## src/hw/oame_consts.svh

```systemverilog
// Encoding constants for the OR / move instruction executor
`ifndef OAME_CONSTS_SVH
`define OAME_CONSTS_SVH

`define OAME_INSTR_W 14
`define OAME_DATA_W 8
`define OAME_ADDR_W 7
`define OAME_DEST_BIT 7
`define OAME_LIT_MSB 7
`define OAME_OP_MSB 13
`define OAME_OP_LIT_LSB 8
`define OAME_OP_REG_LSB 8
`define OAME_OP_LOADLIT_LSB 10
`define OAME_OPC_OR_LIT 6'h38
`define OAME_OPC_OR_FILE 6'h04
`define OAME_OPC_MOVE_FILE 6'h08
`define OAME_OPC_LOAD_LIT 4'hC
`define OAME_ACC_RST 8'h00
`define OAME_ZERO_RST 1'b0
`define OAME_OP_TIME_NS 20
`define OAME_CLK_PERIOD_NS 20
`define OAME_OP_CYCLES ((`OAME_OP_TIME_NS + `OAME_CLK_PERIOD_NS - 1) / `OAME_CLK_PERIOD_NS)

`endif

```

## src/hw/oame_pkg.sv

```systemverilog
// Types for the OR / move instruction executor
package oame_pkg;

  typedef enum logic [2:0] {
    OAME_OP_NONE = 3'b000,
    OAME_OP_OR_LIT = 3'b001,
    OAME_OP_OR_FILE = 3'b010,
    OAME_OP_MOVE_FILE = 3'b011,
    OAME_OP_LOAD_LIT = 3'b100
  } oame_op_e;

endpackage : oame_pkg

```

## src/hw/oame_decode.sv

```systemverilog
// Opcode matcher and operand field splitter
`timescale 1ns/1ps
`include "oame_consts.svh"

module oame_decode (
  // Instruction word
  input wire logic [13:0] instr_i,
  // Decoded fields
  output oame_pkg::oame_op_e op_o,
  output logic [7:0] literal_o,
  output logic [6:0] file_addr_o,
  output logic dest_file_o
);

  wire logic [5:0] opc6;
  wire logic [3:0] opc4;
  wire logic hit_or_lit;
  wire logic hit_or_file;
  wire logic hit_move_file;
  wire logic hit_load_lit;

  assign opc6 = instr_i[`OAME_OP_MSB:`OAME_OP_REG_LSB];
  // Bits 9:8 of the load-literal form are ignored
  assign opc4 = instr_i[`OAME_OP_MSB:`OAME_OP_LOADLIT_LSB];
  assign hit_or_lit = (opc6 == `OAME_OPC_OR_LIT);
  assign hit_or_file = (opc6 == `OAME_OPC_OR_FILE);
  assign hit_move_file = (opc6 == `OAME_OPC_MOVE_FILE);
  assign hit_load_lit = (opc4 == `OAME_OPC_LOAD_LIT);

  assign op_o = hit_or_lit ? oame_pkg::OAME_OP_OR_LIT :
                hit_or_file ? oame_pkg::OAME_OP_OR_FILE :
                hit_move_file ? oame_pkg::OAME_OP_MOVE_FILE :
                hit_load_lit ? oame_pkg::OAME_OP_LOAD_LIT :
                oame_pkg::OAME_OP_NONE;
  assign literal_o = instr_i[`OAME_LIT_MSB:0];
  assign file_addr_o = instr_i[`OAME_ADDR_W-1:0];
  assign dest_file_o = instr_i[`OAME_DEST_BIT];

endmodule : oame_decode

```

## src/hw/oame_exec.sv

```systemverilog
// Executes the literal-OR, register-OR, move-file and load-literal instructions
`timescale 1ns/1ps
`include "oame_consts.svh"

module oame_exec (
  // Clock and reset
  input wire logic sys_clk_i,
  input wire logic rstn_i,
  // Instruction issue
  input wire logic [13:0] instr_i,
  input wire logic instr_valid_i,
  // File register read port
  output logic [6:0] file_raddr_o,
  input wire logic [7:0] file_rdata_i,
  // File register write port
  output logic file_we_o,
  output logic [6:0] file_waddr_o,
  output logic [7:0] file_wdata_o,
  // Core state
  output logic [7:0] acc_o,
  output logic zero_flag_o,
  output logic op_done_o
);

  // ==========================================================
  // Decode
  oame_pkg::oame_op_e op;
  logic [7:0] literal;
  logic [6:0] faddr;
  logic dest_file;

  oame_decode u_decode (
    .instr_i(instr_i),
    .op_o(op),
    .literal_o(literal),
    .file_addr_o(faddr),
    .dest_file_o(dest_file)
  );

  // ==========================================================
  // Result selection
  wire logic is_or_lit;
  wire logic is_or_file;
  wire logic is_move;
  wire logic is_load;
  wire logic [7:0] result;
  wire logic to_file;
  wire logic acc_load;
  wire logic zero_load;

  assign is_or_lit = instr_valid_i && (op == oame_pkg::OAME_OP_OR_LIT);
  assign is_or_file = instr_valid_i && (op == oame_pkg::OAME_OP_OR_FILE);
  assign is_move = instr_valid_i && (op == oame_pkg::OAME_OP_MOVE_FILE);
  assign is_load = instr_valid_i && (op == oame_pkg::OAME_OP_LOAD_LIT);

  assign file_raddr_o = faddr;
  assign result = is_or_lit ? (acc_o | literal) :
                  is_or_file ? (acc_o | file_rdata_i) :
                  is_move ? file_rdata_i :
                  literal;
  assign to_file = (is_or_file || is_move) && dest_file;
  assign acc_load = is_or_lit || is_load ||
                    ((is_or_file || is_move) && !dest_file);
  assign zero_load = is_or_lit || is_or_file || is_move;

  // ==========================================================
  // State registers, one cycle per instruction
  logic [7:0] acc_q;
  logic [7:0] acc_d;
  logic zero_q;
  logic zero_d;
  logic we_q;
  logic [6:0] waddr_q;
  logic [7:0] wdata_q;
  logic done_q;

  assign acc_d = acc_load ? result : acc_q;
  assign zero_d = zero_load ? (result == 8'h00) : zero_q;

  always_ff @(posedge sys_clk_i or negedge rstn_i) begin
    if (!rstn_i) begin
      acc_q <= `OAME_ACC_RST;
      zero_q <= `OAME_ZERO_RST;
      we_q <= 1'b0;
      waddr_q <= 7'h00;
      wdata_q <= 8'h00;
      done_q <= 1'b0;
    end else begin
      acc_q <= acc_d;
      zero_q <= zero_d;
      we_q <= to_file;
      waddr_q <= faddr;
      wdata_q <= result;
      done_q <= is_or_lit || is_or_file || is_move || is_load;
    end
  end

  assign acc_o = acc_q;
  assign zero_flag_o = zero_q;
  assign file_we_o = we_q;
  assign file_waddr_o = waddr_q;
  assign file_wdata_o = wdata_q;
  assign op_done_o = done_q;

  // Raw opcode match, independent of the decoder
  wire logic chk_known;
  assign chk_known = instr_i[13:8] == 6'h38 || instr_i[13:8] == 6'h04 ||
                     instr_i[13:8] == 6'h08 || instr_i[13:10] == 4'hC;
endmodule : oame_exec

```

## config.mk

```make
export PLATFORM = sky130hd
export DESIGN_NAME = oame_exec
export DESIGN_NICKNAME = d
export VERILOG_FILES = /design/src/hw/oame_pkg.sv /design/src/hw/oame_decode.sv /design/src/hw/oame_exec.sv
export VERILOG_INCLUDE_DIRS = /design/src /design/src/hw
export SDC_FILE = /design/constraint.sdc
export NUM_CORES = 1
export LEC_CHECK = 0
export BUFFER_PORTS_ARGS = -buffer_cell sky130_fd_sc_hd__buf_4
export CORE_ASPECT_RATIO = 0.6
export CORE_MARGIN = 1.5
export CORE_UTILIZATION = 46
export CTS_BUF_LIST = sky130_fd_sc_hd__clkbuf_16
export DETAILED_ROUTE_END_ITERATION = 8
export HOLD_SLACK_MARGIN = 0.1
export PLACE_DENSITY = 0.78
export SYNTH_ARGS = -nofsm -noshare
export SYNTH_HDL_FRONTEND = slang
export SYNTH_HIERARCHICAL = 1
export SYNTH_SLANG_ARGS = --single-unit
```

## constraint.sdc

```tcl
create_clock -name sys_clk_i -period 1.9 [get_ports sys_clk_i]
set_input_delay 0.475 -clock sys_clk_i [delete_from_list [all_inputs] [get_ports sys_clk_i]]
set_output_delay 0.475 -clock sys_clk_i [all_outputs]
set_load 0.02 [all_outputs]
```

==> impl_metrics.toml <==
[global_route]
grt_max_degree = 27
grt_util_met3 = 0.0797
top_usage_layer = "met2"
grt_first_pass_wirelength_um = 6060
antenna_found_initial = 0
grt_pass1_vias = 1277
use_met1 = 0.299
grt_overflow = 0
track_usage = 0.258
grtUsageMet2 = 0.448

[sta]
final_max_slew_viol_count = 0
hold_violations = 0
relSlewSlack = 0.765
setup_violations = 12
grt_setup_unrepaired = "true"
skew_ns = 0.00318
fmax_mhz = 441
layout_min_cycle_time_ns = 2.27
period_share = 1.19
setup_ws_ns = -0.370
tightest_slew_ns = 0.343

[logic_synthesis]
yosysTopAreaCell = "dfrtp_1"
synth_edf_count = 0
synthArstFlopShare = 1.00
yosysWarnings = 6
synth_top_area_share = 0.498
seq_area_frac_synth = 0.498
ys_types = 34
syn_avg_cell_area_um2 = 11.2
netlist_area_um2 = 1310
ys_ff_latch = 26
synthTopCellsByCount = "26 x dfrtp_1, 17 x buf_4, 16 x a21oi_1"
synthTopCellsByArea = "dfrtp_1 50%, buf_4 9.8%, mux2_2 6.9%, a21oi_1 6.1%, a31oi_1 2.4%"
yosysMostFrequentCell = "dfrtp_1"
synth_cells = 117
synth-main-ff-cell = "dfrtp_1"
syn_nets = 142

[clock_network]
numCtsBuffers = 3
htreeDepth = 1
clock-sinks = 26
cts_tree = "built"
clkTransAtPathRegs_ns = 0.07
clk_latency_ns = 0.26
clock_tree.root_cell = "clkbuf_16"
cts_buffer_depth = 2

[setup_path]
critPathBufInv = 2
critPathMaxStageDelay_ns = 0.56
crit_type = "in -> reg"
end_kind = "register"
path_cells = "buf_6, or4b_4, a21oi_4, inv_2, a21oi_1, a31oi_1, or4_4, o41ai_2"
critPathArrivalTime_ns = 2.43
critPathLaunchType = "input pin"
critPathTopFamily = "simple AND/OR/NAND/NOR gates"
slowest_stage = "or4_4"
cp_max_fo = 6
crit_required_ns = 2.06

[die]
die_w_um = 71.8
start_util = 0.504
fp-row-count = 14
coreArea_um2 = 2590
chipHeight_um = 44.3
dieArea_um2 = 3180
pin_count = 58

[route]
dr.first_iter.drc_count = 88
dr.pass1.iters = 6
avgViaCountPerCell = 5.50
ant_nets = 0
routed_wl_um = 3870
drc_errors = 6
wl_per_cell_um = 17.4
vias = 1221

[outcome]
violations = "DRC, setup timing"
status = "finished with violations"

[pwr]
power_leakage_nw = 1.04
p_per_area_nw_per_um2 = 866
p_total_mw = 1.81
vdd_ir_drop_max_uv = 655

[cells_and_area]
regArea_um2 = 651
antenna_cells = 0
multi_input_area_um2 = 582
drive_gt1_frac = 0.663
fillCellCount = 158
nets = 216
syn_to_final_growth_pct = 59.4

[placed_design]
post-place-ws_ns = -0.644
io_buffers = 57
gp_congestion = 0.805
dp_hpwl_um = 2530

[job]
maxCapViolations = 0

[hold_path]
worstHoldPathType = "in -> async"
[state kept, by name, summed over array words and instances, names as in the netlist]
signal        flops
file_we_o         1
file_wdata_o      8
op_done_o         1
zero_flag_o       1
acc_o             8
file_waddr_o      7
[cell type report]
| class | instances | area share |
|---|---|---|
| sequential | 26 | 0.312 |
| timing repair buffer | 89 | 0.337 |
| clock inverter | 1 | 0.0144 |
| clock buffer | 3 | 0.0360 |
| tap | 32 | 0.0192 |
| inverter | 1 | 0.00180 |
| multi-input combinational | 70 | 0.279 |
[worst paths after layout]
| kind | slack (ns) | end | start | depth (start not counted) |
|---|---|---|---|---|
| max in group asynchronous | 1.55 | file_wdata_o[4] | rstn_i | 1 |
| min in group sys_clk_i | 0.34 | file_waddr_o[3] | instr_i[3] | 1 |
| worst max register to register | 0.22 | zero_flag_o | acc_o[5] | 5 |
| worst min register to register | 0.54 | zero_flag_o | zero_flag_o | 2 |
| worst min-delay path | 0.11 | file_waddr_o[2] | rstn_i | 1 |
| worst max-delay path | -0.37 | zero_flag_o | instr_i[8] | 8 |
[routing by layer]
metal | part of all wire | wire, µm | up-vias
li1 | - | - | 547
met1 | 0.41 | 1600 | 591
met2 | 0.47 | 1820 | 69
met3 | 0.087 | 337 | 14
met4 | 0.031 | 118 | 0
met5 | 0 | 0 | -
[through the flow]
step / cell area [µm²] / instances / setup TNS, ns / hold WS [ns] / utilization
6_report: 2080 / 222 / -2.71 / 0.110 / 0.804
5_1_grt: 2080 / 222 / -3.20 / 0.132 / 0.804
4_1_cts: 2070 / 223 / -2.00 / 0.117 / 0.798
3_5_place_dp: 1850 / 214 / -7.68 / 0.398 / 0.715
3_3_place_gp: 1850 / 214 / -6.85 / 0.390 / 0.715
2_1_floorplan: 1330 / 117 / -3.93 / 0.179 / -
[placed cells by master (no fill, tap or decap), drive strengths merged]
master	synthesis	final
nand2	4	4
nor2	5	5
a31oi	5	5
o21a	1	1
nor4	1	1
nor3	2	2
buf	19	89
mux2	8	8
nor2b	4	4
or2b	1	1
o21ai	5	5
or3	1	1
dfrtp	26	26
or4b	1	1
and3	1	1
a21o	6	6
nand2b	1	1
a21oi	16	16
a211oi	1	1
o41ai	1	1
mux2i	1	1
clkbuf	1	3
o22a	1	1
bufinv	0	1
xnor2	1	1
or4	1	1
inv	1	1
or2	1	1
and2	1	1
[where the power goes]
part | switching, mW | total [mW] | internal (mW) | leakage [nW]
registers | 0.0735 | 0.699 | 0.625 | 0.313
logic | 0.247 | 0.498 | 0.251 | 0.674
clock network | 0.190 | 0.609 | 0.419 | 0.0511
total | 0.510 | 1.81 | 1.30 | 1.04
[repair_timing]
item	in CTS	in global routing
pin swaps	6	3
hold buffers	0	0
gates cloned	0	0
endpoints found under the setup margin	11	17
resized for setup	16	8
setup buffers	5	2
[logic make-up after synthesis]
logic type	count (synthesis)	synth area share
compound gates	36	0.182
xor+xnor	1	0.00670
buf+inv	21	0.123
flops	26	0.498
mux	9	0.0766
simple gates	24	0.114
(Power assumes the default switching activity.)
